<file path="src/inc/spc_pkg.sv">
package spc_pkg;

  localparam int unsigned CLK_HZ = 10_000_000;
  localparam int unsigned JOG_HOLD_MS = 500;
  // long press threshold, 0.5 s at the system clock
  localparam int unsigned JOG_HOLD_CYC = JOG_HOLD_MS * (CLK_HZ / 1000);
  localparam int unsigned CLR_MS = 50;
  localparam int unsigned CLR_CYC = CLR_MS * (CLK_HZ / 1000);

  // command byte: bit 7 requests, bits 6:0 carry the command number
  localparam int unsigned CMD_REQ_BIT = 7;
  localparam logic [6:0] CMD_INTERACT = 7'h7A;
  localparam logic [6:0] CMD_CAPTURE = 7'h7B;
  localparam logic [6:0] CMD_JOG_POS = 7'h7C;
  localparam logic [6:0] CMD_JOG_NEG = 7'h7D;
  localparam logic [6:0] CMD_SEEK = 7'h7E;
  localparam logic [6:0] CMD_RELOAD = 7'h7F;
  localparam logic [6:0] PROF_COUNT = 7'h19;

  localparam logic [7:0] ERR_NONE = 8'h00;
  localparam logic [7:0] ERR_UNSUP = 8'h01;
  localparam logic [7:0] ERR_NOREF = 8'h02;

  // host word addresses; table-relative except SPECIAL_PTR_ADDR, which is absolute
  localparam logic [15:0] SPECIAL_PTR_ADDR = 16'h00F0;
  localparam logic [15:0] IB_BASE = 16'h0010;
  localparam logic [15:0] IB_TARGET_OFS = 16'h0001;
  localparam logic [15:0] IB_RPOFS_OFS = 16'h0002;
  localparam logic [15:0] PROF_BASE = 16'h0020;
  localparam logic [1:0] CFG_LAST = 2'h2;

  localparam logic [31:0] RST_JOG_DIST = 32'h0000_0010;
  localparam logic [31:0] RST_JOG_PERIOD = 32'h0000_0064;
  localparam logic [31:0] DECEL_STEPS = 32'h0000_0004;
  localparam int unsigned CACHE_DEPTH = 4;

endpackage

</file>
<file path="src/verilog/spc_cache.sv">
`timescale 1ns/1ns
module spc_cache (
  input wire logic clk_sys,
  input wire logic rstn,
  input wire logic inv,
  input wire logic [6:0] look_id,
  output logic hit,
  input wire logic wr_en,
  input wire logic [6:0] wr_id,
  input wire logic [31:0] wr_data,
  output logic [31:0] rd_data,
  output logic [spc_pkg::CACHE_DEPTH-1:0] valid_bits
);
  import spc_pkg::*;

  logic [CACHE_DEPTH-1:0] valid_reg;
  logic [6:0] tag_reg [CACHE_DEPTH];
  logic [31:0] mem_reg [CACHE_DEPTH];
  logic [CACHE_DEPTH-1:0] match;
  logic [1:0] hit_idx;
  logic [1:0] victim_reg;
  logic [31:0] rd_data_reg;

  genvar g;
  generate
    for (g = 0; g < CACHE_DEPTH; g++) begin : g_tag
      assign match[g] = valid_reg[g] && (tag_reg[g] == look_id);
    end
  endgenerate

  always_comb begin
    hit_idx = 2'h0;
    for (int i = 0; i < CACHE_DEPTH; i++) begin
      if (match[i]) begin
        hit_idx = 2'(i);
      end
    end
  end

  assign hit = |match;
  assign rd_data = rd_data_reg;
  assign valid_bits = valid_reg;

  // invalidation wins over a fill in the same cycle
  always_ff @(posedge clk_sys or negedge rstn) begin
    if (!rstn) begin
      valid_reg <= '0;
      victim_reg <= 2'h0;
      for (int i = 0; i < CACHE_DEPTH; i++) begin
        tag_reg[i] <= 7'h00;
      end
    end else if (inv) begin
      valid_reg <= '0;
      victim_reg <= 2'h0;
    end else if (wr_en) begin
      valid_reg[victim_reg] <= 1'b1;
      tag_reg[victim_reg] <= wr_id;
      victim_reg <= victim_reg + 2'h1;
    end
  end

  always_ff @(posedge clk_sys) begin
    if (wr_en) begin
      mem_reg[victim_reg] <= wr_data;
    end
    rd_data_reg <= mem_reg[hit_idx];
  end

endmodule

</file>
<file path="src/verilog/spc_unit.sv">
// How it works
// - capture writes current position minus reference into host field
// - after that write the current position becomes zero
// - jog released before 0.5 s moves exactly the jog step distance
// - jog held 0.5 s or more runs on at jog speed
// - command byte back to idle while jogging decelerates to a stop
// - positive jog steps positive, negative jog steps negative
// - seek command searches reference using the configured method
// - reference found and stopped loads position from host offset field
// - successful seek ends with one 50 ms clear pulse
// - reload reads table pointer from special memory, then configuration
// - new configuration compared; only differing items applied
// - any reconfiguration invalidates every cached profile
// - up to four profiles of execution data held locally
// - cached profile starts at once without host memory reads
// - cache miss reads profile block and computes data before moving
// - interactive move always rereads host block and stores nothing
`timescale 1ns/1ns
module spc_unit #(
  parameter int unsigned JOG_HOLD = spc_pkg::JOG_HOLD_CYC,
  parameter int unsigned CLR_LEN = spc_pkg::CLR_CYC
) (
  input wire logic clk_sys,
  input wire logic rstn,
  input wire logic [7:0] cmd_byte,
  output logic mem_req,
  output logic mem_we,
  output logic [15:0] mem_addr,
  output logic [31:0] mem_wdata,
  input wire logic mem_ack,
  input wire logic [31:0] mem_rdata,
  input wire logic ref_sensor,
  output logic step_pulse,
  output logic step_dir,
  output logic clear_pulse_output,
  output logic cmd_done,
  output logic [7:0] cmd_error,
  output logic [31:0] position,
  output logic ref_found
);
  import spc_pkg::*;

  typedef enum logic [3:0] {
    S_IDLE, S_OFS_WR, S_JOG, S_RUN, S_DECEL, S_SEEK, S_SEEK_RD,
    S_PTR_RD, S_CFG_RD, S_CFG_APPLY, S_LOOKUP, S_HIT_WAIT, S_PROF_RD,
    S_MOVE, S_DONE
  } spc_state_t;

  spc_state_t state_reg;
  logic [6:0] code_reg;
  logic [31:0] pos_reg;
  logic [31:0] ref_pos_reg;
  logic ref_found_reg;
  logic [15:0] ptr_reg;
  logic [15:0] addr_reg;
  logic [31:0] wdata_reg;
  logic [31:0] jog_step_distance;
  logic [31:0] jog_period_reg;
  logic [31:0] decel_period_reg;
  logic seek_dir_reg;
  logic recalc_reg;
  logic [1:0] cfg_idx_reg;
  logic [31:0] move_dist_reg;
  logic [31:0] steps_reg;
  logic dir_reg;
  logic [31:0] hold_cnt_reg;
  logic [31:0] tick_cnt_reg;
  logic step_reg;
  logic [31:0] clr_cnt_reg;
  logic clr_reg;
  logic done_reg;
  logic [7:0] err_reg;
  logic held;
  logic stepping;
  logic step_fire;
  logic [31:0] cur_period;
  logic cache_hit;
  logic cache_wr;
  logic cache_inv;
  logic [31:0] cache_rdata;
  logic [CACHE_DEPTH-1:0] cache_valid;
  logic clr_start;

  assign held = (cmd_byte == {1'b1, code_reg});
  assign mem_req = (state_reg == S_OFS_WR) || (state_reg == S_SEEK_RD) ||
                   (state_reg == S_PTR_RD) || (state_reg == S_CFG_RD) ||
                   (state_reg == S_PROF_RD);
  assign mem_we = (state_reg == S_OFS_WR);
  assign mem_addr = addr_reg;
  assign mem_wdata = wdata_reg;
  assign step_pulse = step_reg;
  assign step_dir = dir_reg;
  assign clear_pulse_output = clr_reg;
  assign cmd_done = done_reg;
  assign cmd_error = err_reg;
  assign position = pos_reg;
  assign ref_found = ref_found_reg;

  ////////////////////////////////////////////////////////////////////////////
  // profile cache
  // reload invalidates cache
  assign cache_inv = (state_reg == S_CFG_APPLY);
  assign cache_wr = (state_reg == S_PROF_RD) && mem_ack &&
                    (code_reg != CMD_INTERACT);
  assign clr_start = (state_reg == S_SEEK_RD) && mem_ack;

  spc_cache u_cache (
    .clk_sys(clk_sys),
    .rstn(rstn),
    .inv(cache_inv),
    .look_id(code_reg),
    .hit(cache_hit),
    .wr_en(cache_wr),
    .wr_id(code_reg),
    .wr_data(mem_rdata),
    .rd_data(cache_rdata),
    .valid_bits(cache_valid)
  );

  ////////////////////////////////////////////////////////////////////////////
  // step rate divider
  always_comb begin
    stepping = 1'b0;
    cur_period = jog_period_reg;
    case (state_reg)
      S_JOG: stepping = (steps_reg < jog_step_distance);
      S_RUN: stepping = 1'b1;
      S_SEEK: stepping = !ref_sensor;
      S_MOVE: stepping = (steps_reg < move_dist_reg);
      S_DECEL: begin
        stepping = (steps_reg < DECEL_STEPS);
        cur_period = decel_period_reg;
      end
      default: stepping = 1'b0;
    endcase
  end

  assign step_fire = stepping && (tick_cnt_reg >= cur_period);

  always_ff @(posedge clk_sys or negedge rstn) begin
    if (!rstn) begin
      tick_cnt_reg <= 32'h0000_0000;
      step_reg <= 1'b0;
    end else begin
      step_reg <= step_fire;
      if (!stepping || step_fire) begin
        tick_cnt_reg <= 32'h0000_0000;
      end else begin
        tick_cnt_reg <= tick_cnt_reg + 32'h0000_0001;
      end
    end
  end

  ////////////////////////////////////////////////////////////////////////////
  // command sequencer
  always_ff @(posedge clk_sys or negedge rstn) begin
    if (!rstn) begin
      state_reg <= S_IDLE;
      code_reg <= 7'h00;
      pos_reg <= 32'h0000_0000;
      ref_pos_reg <= 32'h0000_0000;
      ref_found_reg <= 1'b0;
      ptr_reg <= 16'h0000;
      addr_reg <= 16'h0000;
      wdata_reg <= 32'h0000_0000;
      jog_step_distance <= RST_JOG_DIST;
      jog_period_reg <= RST_JOG_PERIOD;
      decel_period_reg <= {RST_JOG_PERIOD[30:0], 1'b0};
      seek_dir_reg <= 1'b0;
      recalc_reg <= 1'b0;
      cfg_idx_reg <= 2'h0;
      move_dist_reg <= 32'h0000_0000;
      steps_reg <= 32'h0000_0000;
      dir_reg <= 1'b0;
      hold_cnt_reg <= 32'h0000_0000;
      err_reg <= ERR_NONE;
    end else begin
      if (step_fire) begin
        pos_reg <= dir_reg ? pos_reg + 32'h0000_0001
                           : pos_reg - 32'h0000_0001;
        steps_reg <= steps_reg + 32'h0000_0001;
      end
      case (state_reg)
        S_IDLE: begin
          if (cmd_byte[CMD_REQ_BIT] && !done_reg) begin
            code_reg <= cmd_byte[6:0];
            steps_reg <= 32'h0000_0000;
            hold_cnt_reg <= 32'h0000_0000;
            err_reg <= ERR_NONE;
            case (cmd_byte[6:0])
              CMD_CAPTURE: begin
                if (!ref_found_reg) begin
                  err_reg <= ERR_NOREF;
                  state_reg <= S_DONE;
                end else begin
                  wdata_reg <= pos_reg - ref_pos_reg;
                  addr_reg <= ptr_reg + IB_BASE + IB_RPOFS_OFS;
                  state_reg <= S_OFS_WR;
                end
              end
              CMD_JOG_POS, CMD_JOG_NEG: begin
                dir_reg <= (cmd_byte[6:0] == CMD_JOG_POS);
                state_reg <= S_JOG;
              end
              CMD_SEEK: begin
                dir_reg <= seek_dir_reg;
                state_reg <= S_SEEK;
              end
              CMD_RELOAD: begin
                addr_reg <= SPECIAL_PTR_ADDR;
                state_reg <= S_PTR_RD;
              end
              CMD_INTERACT: begin
                addr_reg <= ptr_reg + IB_BASE + IB_TARGET_OFS;
                state_reg <= S_PROF_RD;
              end
              default: begin
                if (cmd_byte[6:0] < PROF_COUNT) begin
                  state_reg <= S_LOOKUP;
                end else begin
                  err_reg <= ERR_UNSUP;
                  state_reg <= S_DONE;
                end
              end
            endcase
          end
        end
        S_OFS_WR: begin
          if (mem_ack) begin
            pos_reg <= 32'h0000_0000;
            ref_pos_reg <= ref_pos_reg - pos_reg;
            state_reg <= S_DONE;
          end
        end
        S_JOG: begin
          if (held) begin
            hold_cnt_reg <= hold_cnt_reg + 32'h0000_0001;
          end
          if (held && hold_cnt_reg >= JOG_HOLD - 1) begin
            state_reg <= S_RUN;
          // short press ends after the increment
          end else if (!held && !stepping) begin
            state_reg <= S_DONE;
          end
        end
        S_RUN: begin
          if (!held) begin
            steps_reg <= 32'h0000_0000;
            state_reg <= S_DECEL;
          end
        end
        S_DECEL: begin
          if (!stepping) begin
            state_reg <= S_DONE;
          end
        end
        S_SEEK: begin
          // stepping already stops on the sensor level
          if (ref_sensor) begin
            addr_reg <= ptr_reg + IB_BASE + IB_RPOFS_OFS;
            state_reg <= S_SEEK_RD;
          end
        end
        S_SEEK_RD: begin
          if (mem_ack) begin
            pos_reg <= mem_rdata;
            ref_pos_reg <= mem_rdata;
            ref_found_reg <= 1'b1;
            state_reg <= S_DONE;
          end
        end
        S_PTR_RD: begin
          if (mem_ack) begin
            ptr_reg <= mem_rdata[15:0];
            addr_reg <= mem_rdata[15:0];
            cfg_idx_reg <= 2'h0;
            recalc_reg <= 1'b0;
            state_reg <= S_CFG_RD;
          end
        end
        S_CFG_RD: begin
          if (mem_ack) begin
            case (cfg_idx_reg)
              2'h0: begin
                if (mem_rdata != jog_step_distance) begin
                  jog_step_distance <= mem_rdata;
                end
              end
              2'h1: begin
                if (mem_rdata != jog_period_reg) begin
                  jog_period_reg <= mem_rdata;
                  recalc_reg <= 1'b1;
                end
              end
              default: begin
                if (mem_rdata[0] != seek_dir_reg) begin
                  seek_dir_reg <= mem_rdata[0];
                end
              end
            endcase
            addr_reg <= addr_reg + 16'h0001;
            cfg_idx_reg <= cfg_idx_reg + 2'h1;
            if (cfg_idx_reg == CFG_LAST) begin
              state_reg <= S_CFG_APPLY;
            end
          end
        end
        S_CFG_APPLY: begin
          // ramp only recomputed when the speed moved
          if (recalc_reg) begin
            decel_period_reg <= {jog_period_reg[30:0], 1'b0};
          end
          state_reg <= S_DONE;
        end
        S_LOOKUP: begin
          if (cache_hit) begin
            state_reg <= S_HIT_WAIT;
          end else begin
            addr_reg <= ptr_reg + PROF_BASE + {9'h000, code_reg};
            state_reg <= S_PROF_RD;
          end
        end
        S_HIT_WAIT: begin
          dir_reg <= cache_rdata[31];
          move_dist_reg <= {1'b0, cache_rdata[30:0]};
          state_reg <= S_MOVE;
        end
        S_PROF_RD: begin
          if (mem_ack) begin
            dir_reg <= mem_rdata[31];
            move_dist_reg <= {1'b0, mem_rdata[30:0]};
            state_reg <= S_MOVE;
          end
        end
        S_MOVE: begin
          if (!stepping) begin
            state_reg <= S_DONE;
          end
        end
        S_DONE: begin
          state_reg <= S_IDLE;
        end
        default: begin
          state_reg <= S_IDLE;
        end
      endcase
    end
  end

  ////////////////////////////////////////////////////////////////////////////
  // completion and clear pulse
  // done held until byte idles
  always_ff @(posedge clk_sys or negedge rstn) begin
    if (!rstn) begin
      done_reg <= 1'b0;
    end else if (state_reg == S_DONE) begin
      done_reg <= 1'b1;
    end else if (!cmd_byte[CMD_REQ_BIT]) begin
      done_reg <= 1'b0;
    end
  end

  // one clear pulse of fixed length
  always_ff @(posedge clk_sys or negedge rstn) begin
    if (!rstn) begin
      clr_reg <= 1'b0;
      clr_cnt_reg <= 32'h0000_0000;
    end else if (clr_start) begin
      clr_reg <= 1'b1;
      clr_cnt_reg <= 32'h0000_0000;
    end else if (clr_reg) begin
      clr_cnt_reg <= clr_cnt_reg + 32'h0000_0001;
      if (clr_cnt_reg >= CLR_LEN - 1) begin
        clr_reg <= 1'b0;
      end
    end
  end
endmodule

</file>
<file path="config.mk">
export PLATFORM = sky130hd
export DESIGN_NAME = spc_unit
export DESIGN_NICKNAME = d
export VERILOG_FILES = /design/src/inc/spc_pkg.sv /design/src/verilog/spc_cache.sv /design/src/verilog/spc_unit.sv
export SDC_FILE = /design/constraint.sdc
export NUM_CORES = 2
export LEC_CHECK = 0
export BUFFER_PORTS_ARGS = -buffer_cell sky130_fd_sc_hd__buf_2
export CAP_MARGIN = 40
export CORE_ASPECT_RATIO = 1.5
export CORE_MARGIN = 8
export CORE_UTILIZATION = 60
export CTS_CLUSTER_DIAMETER = 60
export DETAILED_ROUTE_END_ITERATION = 10
export GPL_TIMING_DRIVEN = 0
export PLACE_DENSITY_LB_ADDON = 0.25
export REMOVE_ABC_BUFFERS = 1
export SLEW_MARGIN = 15
export SYNTH_ARGS = -nofsm -noshare
export SYNTH_HDL_FRONTEND = slang
export SYNTH_SLANG_ARGS = --single-unit
</file>
<file path="constraint.sdc">
create_clock -name clk_sys -period 5.73 [get_ports clk_sys]
set_input_delay 1.146 -clock clk_sys [delete_from_list [all_inputs] [get_ports clk_sys]]
set_output_delay 1.146 -clock clk_sys [all_outputs]
set_load 0.05 [all_outputs]
</file>
### After elaboration in Yosys (flattened, before gate mapping)

Memories as Yosys holds them, arrays and structs flattened. A register that Yosys moved wholly into a read port is not among the register bits.
Cells that the tools add are included.

* register bits: 445
* memories kept: 1
* input bits: 44
* bits in writable memories: 128
* output and inout port bits: 95

Memories
* u_cache.mem_reg: depth 4, width 32, rd ports 1, clocked after Yosys merged registers in 1, write ports 1, RTL line spc_cache.sv:18 `logic [31:0] mem_reg [CACHE_DEPTH];`

* bitwise operators: 4
* eq/ne operators: 51
* add/sub/neg operators: 16
* order comparisons: 11
* mux-type cells: 80
* reduce and logical (&&, ||, !) cells: 55

Operator list (number)
* two-way mux 32 bit: 16
* case mux 32 bit (2 select lines): 5
* adder 32 x 1 -> 32 bit, second input constant: 5
* two-way mux 16 bit: 6
* case mux 16 bit (5 select lines): 1
* < comparator 32 bit: 2
* != test 32 bit: 2
* subtractor 32 bit: 2
* two-way mux 4 bit: 14
* case mux 16 bit (3 select lines): 1
* case mux 4 bit (12 select lines): 1
* equality test 7 bit, second input constant: 6
* adder 16 x 1 -> 16 bit, second input constant: 2
* >= comparator 32 x 19 -> 1 bit, second input constant: 1
* >= comparator 32 x 23 -> 1 bit, second input constant: 1
* >= comparator 32 bit: 1
* < comparator 32 x 3 -> 1 bit, second input constant: 1
* subtractor 32 x 1 -> 32 bit, second input constant: 1
* bitwise mux 28 bit: 1
* equality test 4 bit, second input constant: 7
* equality test 7 bit: 4
* != test 2 bit, second input constant: 10
* case mux 4 bit (5 select lines): 1
* AND reduction 4 bit: 5
* other kinds (51): 121

### Logic depth before layout (Yosys ltp)

* word-level depth: 7
* gate-level depth with buffers: 20

### By module

Synthesis repeated with hierarchy kept, for this count alone.

* cell total of the unflattened synthesis: 3708
* area total of the unflattened synthesis: 35625.4 um^2

By module, submodules not included
* spc_unit: sequential area each 10118.5 um^2, cells each 3187, times used 1, area each 27925.5 um^2
* spc_cache: sequential area each 5335.1 um^2, cells each 521, times used 1, area each 7699.9 um^2

### Worst setup path after synthesis

Ideal clock, no wire load.

* kind: register to register
* start: register state_reg[0]
* end: register pos_reg[16] (netlist: position[16])
* path slack: 1.384 ns
* clock period less this slack: 4.346 ns
* stages on the path, launching flop included: 20
* data required time: 5.606 ns
* data arrival time: 4.222 ns
* cells stage by stage: dfrtp_1 -> buf_2 -> nor2_2 -> inv_1 -> nor2_1 -> clkbuf_1 -> mux2i_1 -> ha_1 -> or4_1 -> o211ai_1 -> a21oi_1 -> o31a_1 -> a2111oi_2 -> a21o_1 -> buf_4 -> buf_2 -> clkbuf_1 -> nand2_1 -> o211ai_1 -> nand2_1

* cells in the longest elaborated chain, start to end: 7
* elaborated cells between the ends (all ways): 15
* those cells by class: order compare (1); eq/ne (7); mux (6); reduce/logical (1)

RTL lines
* from (decl): RTL line spc_unit.sv:49 `spc_state_t state_reg;`
* from (signal assigned): RTL line spc_unit.sv:158 `state_reg <= S_IDLE;`
* from (signal assigned): RTL line spc_unit.sv:194 `state_reg <= S_DONE;`
* from (signal assigned): RTL line spc_unit.sv:198 `state_reg <= S_OFS_WR;`
* equality test 4 x 3 -> 1 bit: RTL line spc_unit.sv:125 `case (state_reg)`
* two-way mux 32 bit: RTL line spc_unit.sv:125
* >= comparator 32 bit: RTL line spc_unit.sv:138 `assign step_fire = stepping && (tick_cnt_reg >= cur_period);`
* logical AND 1 bit: RTL line spc_unit.sv:138
* two-way mux 32 bit: RTL line spc_unit.sv:178 `if (step_fire) begin`
* two-way mux 32 bit, on equally long branches: RTL line spc_unit.sv:265, spc_unit.sv:229
* case mux 32 bit (2 select lines) *: RTL line spc_unit.sv:183 `case (state_reg)`
* to (signal assigned): RTL line spc_unit.sv:179 `pos_reg <= dir_reg ? pos_reg + 32'h0000_0001`
* to (signal assigned): RTL line spc_unit.sv:266 `pos_reg <= mem_rdata;`
* to (decl): RTL line spc_unit.sv:51 `logic [31:0] pos_reg;`

Mark *: on every way between the ends. The rest lies on a longest branch, timed or not.
A chain may end at the register's enable or synchronous reset.

### Worst setup path in the final report

* start: register state_reg[0]
* end: register steps_reg[21]

* cells in the longest elaborated chain, start to end: 7
* elaborated cells between the ends (all ways): 14
* those cells by class: order compare (1); eq/ne (5); mux (6); reduce/logical (2)

RTL lines
* equality test 4 x 3 -> 1 bit: RTL line spc_unit.sv:125
* two-way mux 32 bit: RTL line spc_unit.sv:125
* >= comparator 32 bit: RTL line spc_unit.sv:138
* logical AND 1 bit: RTL line spc_unit.sv:138
* two-way mux 32 bit: RTL line spc_unit.sv:178
* two-way mux 32 bit, on equally long branches: RTL line spc_unit.sv:247, spc_unit.sv:185
* case mux 32 bit (2 select lines) *: RTL line spc_unit.sv:183
* to (signal assigned): RTL line spc_unit.sv:181 `steps_reg <= steps_reg + 32'h0000_0001;`
* to (decl): RTL line spc_unit.sv:64 `logic [31:0] steps_reg;`

Marks and branches as above.

==> metrics.cfg <==
[status]
outcome = completed

[timing]
period_minus_slack_ns = 5.30
relSlewSlack = 0.402
grt_setup_unrepaired = no
fmax_ghz = 0.189
setup_violations = 0
clock_skew_ns = 0.0294
period_share = 0.925
slew_viol_final = 0
tightest_slew_ns = 0.888
worst_slack_ns = 0.429
tns_ns = 0
final-hold-violation-count = 0

[placed_design]
post_dp_cell_area_um2 = 36600
dpl.hpwl_mm = 64.7
portBuffers = 132
dp_cells = 4401
place.gp.congestion = 0.927
dp_slack_ns = 0.104

[die]
core-area_um2 = 57700
die_h_um = 312
initial_core_util = 0.606
io_pins = 139
fp.dieArea_um2 = 66400
core.rowCount = 108
die_x_um = 213

[routing]
wl_per_cell_um = 20.2
ant_nets = 0
wl_mm = 91.3
firstDrtPassIters = 5
vias = 27217
routed_via_density = 6.03
drtIter0Drc = 1527
drc_errors = 0

[synthesis]
ys_async_sr_fraction = 0.732
avgSynthCellArea_um2 = 9.56
synth-edff-count = 128
synth_top_area_cell = dfrtp_1
ys_seq_elements = 598
yosys.area.top_type_share = 0.309
yosysWarnings = 0
syn_inst = 3655
synth_seq_area_share = 0.442
synth.area.top_cells = dfrtp_1, edfxtp_1, ha_1
synthesis.area_um2 = 34900
synth_top_flop_cell = dfrtp_1
synth_cell_types = 90

[pwr]
seqPwrFrac = 0.506
clkPwrFrac = 0.446
swShare = 0.237
pwr-share-comb = 0.048
p_sw_mw = 2.09
power.internal_mw = 6.71
power.density_nw_per_um2 = 228
ir_worst_vdd_uv = 277
fin_total_pwr_mw = 8.79
p_leak_nw = 16.7

[min_path]
min_to = u_cache.rd_data[6]
worstHoldStart = u_cache.mem_reg[3][6]
min_path_cells = 2
hp-class = flip-flop to flip-flop

[layout]
largest_reg_flops = 128
area_delta_synth_final_pct = 10.3
nNetsFinal = 3959
finalInstanceArea_um2 = 38500
drive_gt1_frac = 0.117
finalNonFillerCells = 4516
fillCellCount = 4587

[worst_setup_path]
ff2ff_path_depth = 18
worst-setup-path-type = flip-flop to flip-flop
end_kind = flip-flop
r2r-start = state_reg[0]
rrSetupSlack_ns = 0.43
path_max_fanout = 43
r2r_end = steps_reg[21]
crit_arrival_ns = 5.77
crit_required_ns = 6.19
startpoint_type = flip-flop

[global_routing]
gr-usage-all-layers = 0.273
grt_pass1_wl_mm = 145
grt_max_degree = 99
grt_overflow = 0
first_global_vias = 26996
grt_antenna_before_repair = 1

[cts]
htree_levels = 2
cts.path.max_buffers = 3
cts.sinks = 598
cts_tree = yes
clock_tree.root_cell = clkbuf_16
cts_buffers = 57
insertion_delay_ns = 0.64
clk_pin_slew_ns = 0.07

[job]
maxCapViolations = 0

==> critical path, cell delays in order, from the launching register on <==
cell and delay [ns]:
dfrtp_1 0.69, nor2_2 0.43, inv_1 0.16, nor2_4 0.25, buf_12 0.24, mux2i_1 0.26
ha_1 0.28, a21o_1 0.19, a21o_1 0.17, a211o_1 0.28, o211ai_1 0.09, a21oi_1 0.15
a2111oi_4 0.45, a21o_2 0.42, buf_12 0.26, or2_1 0.40, nor2_1 0.12, xnor2_1 0.18
nor2_1 0.06
==> power by group through the flow <==
| stage | Clock (mW) | Sequential, mW | Combinational (mW) |
|---|---|---|---|
| after floorplan | 0 | 4.50 | 0.198 |
| after detailed placement | 0 | 4.53 | 0.418 |
| after CTS | 3.97 | 4.45 | 0.422 |
| final | 3.92 | 4.45 | 0.420 |
| after global routing | 4.14 | 4.46 | 0.468 |
| after global placement | 0 | 4.53 | 0.393 |
==> cell type report <==
class | instances | area (um2) | area share
multi-input combinational | 2686 | 18200 | 0.471
sequential | 598 | 15500 | 0.401
clock buffer | 76 | 1600 | 0.0415
timing repair buffer | 173 | 1370 | 0.0355
tap | 770 | 963 | 0.0250
inverter | 180 | 676 | 0.0175
clock inverter | 31 | 319 | 0.00828
antenna | 2 | 5.00 | 0.000130
==> cells in the mapped netlist (all sizes together) (11+ instances only) <==
library cell	instances
a211oi	32
a21o	61
a21oi	188
a221oi	17
a22oi	12
a31oi	17
and2	11
and3	46
buf	28
clkbuf	168
dfrtp	431
dfxtp	32
edfxtp	128
ha	215
inv	180
mux2	112
mux2i	102
nand2	425
nand2b	25
nand3	91
nand4	70
nor2	269
nor2b	44
nor3	48
nor4	25
o211ai	23
o21a	16
o21ai	324
o21bai	11
o22ai	14
o31ai	11
or3	22
xnor2	211
xor2	131
==> how the worst max path moves through the flow <==
stage	start	cells past startpoint	endpoint
2_1_floorplan	state_reg[0]	14	position[0]
3_3_place_gp	rstn	1	tick_cnt_reg[26]
3_5_place_dp	state_reg[0]	18	steps_reg[21]
4_1_cts	state_reg[0]	18	steps_reg[21]
5_1_grt	state_reg[0]	17	steps_reg[21]
6_report	state_reg[0]	18	steps_reg[21]
==> cells in the final DEF, fill, tap and decap left out, drive strengths merged, types with 25 or more instances in the layout <==
cell,n
edfxtp,128
dfxtp,32
o21ai,324
nand4,70
inv,181
a21oi,188
mux2i,102
nor3,48
mux2,112
nand2b,25
dfrtp,431
xnor2,211
nor4,25
nor2b,44
nand3,91
buf,173
ha,215
a211oi,32
and3,46
a21o,61
nor2,269
nand2,425
clkbuf,76
xor2,131
==> per-stage QoR <==
step	util	hold slack [ns]
after CTS	0.667	0.443
final	0.668	0.439
after global routing	0.668	0.469
after global placement	0.621	0.421
after floorplan	-	0.418
after detailed placement	0.634	0.430
==> layer usage <==
metal  global-route usage  up-vias  routed length, um
met5                    0        -                  0
li1                     -    12888                  -
met2                0.481      763              46300
met3               0.0353      295               4550
met1                0.313    13271              34500
met4                0.157        0               5930
==> repair_timing <==
action,in CTS,in global routing
endpoints found under the setup margin,0,29
gates resized for setup,0,2
hold buffers,0,0
setup buffers,0,6
==> cells by family (layout without fill, tap and decap cells) <==
| kind of cell | Yosys count | count (layout) | synth area share |
|---|---|---|---|
| compound gates | 795 | 795 | 0.139 |
| xor+xnor | 342 | 342 | 0.0857 |
| fa+ha+maj | 219 | 219 | 0.0793 |
| buf+inv | 376 | 460 | 0.0416 |
| flops | 598 | 598 | 0.442 |
| mux | 214 | 214 | 0.0653 |
| other cells | 1 | 8 | 0.000107 |
| simple gates | 1110 | 1110 | 0.147 |
Power figures use the tool's default switching activity.
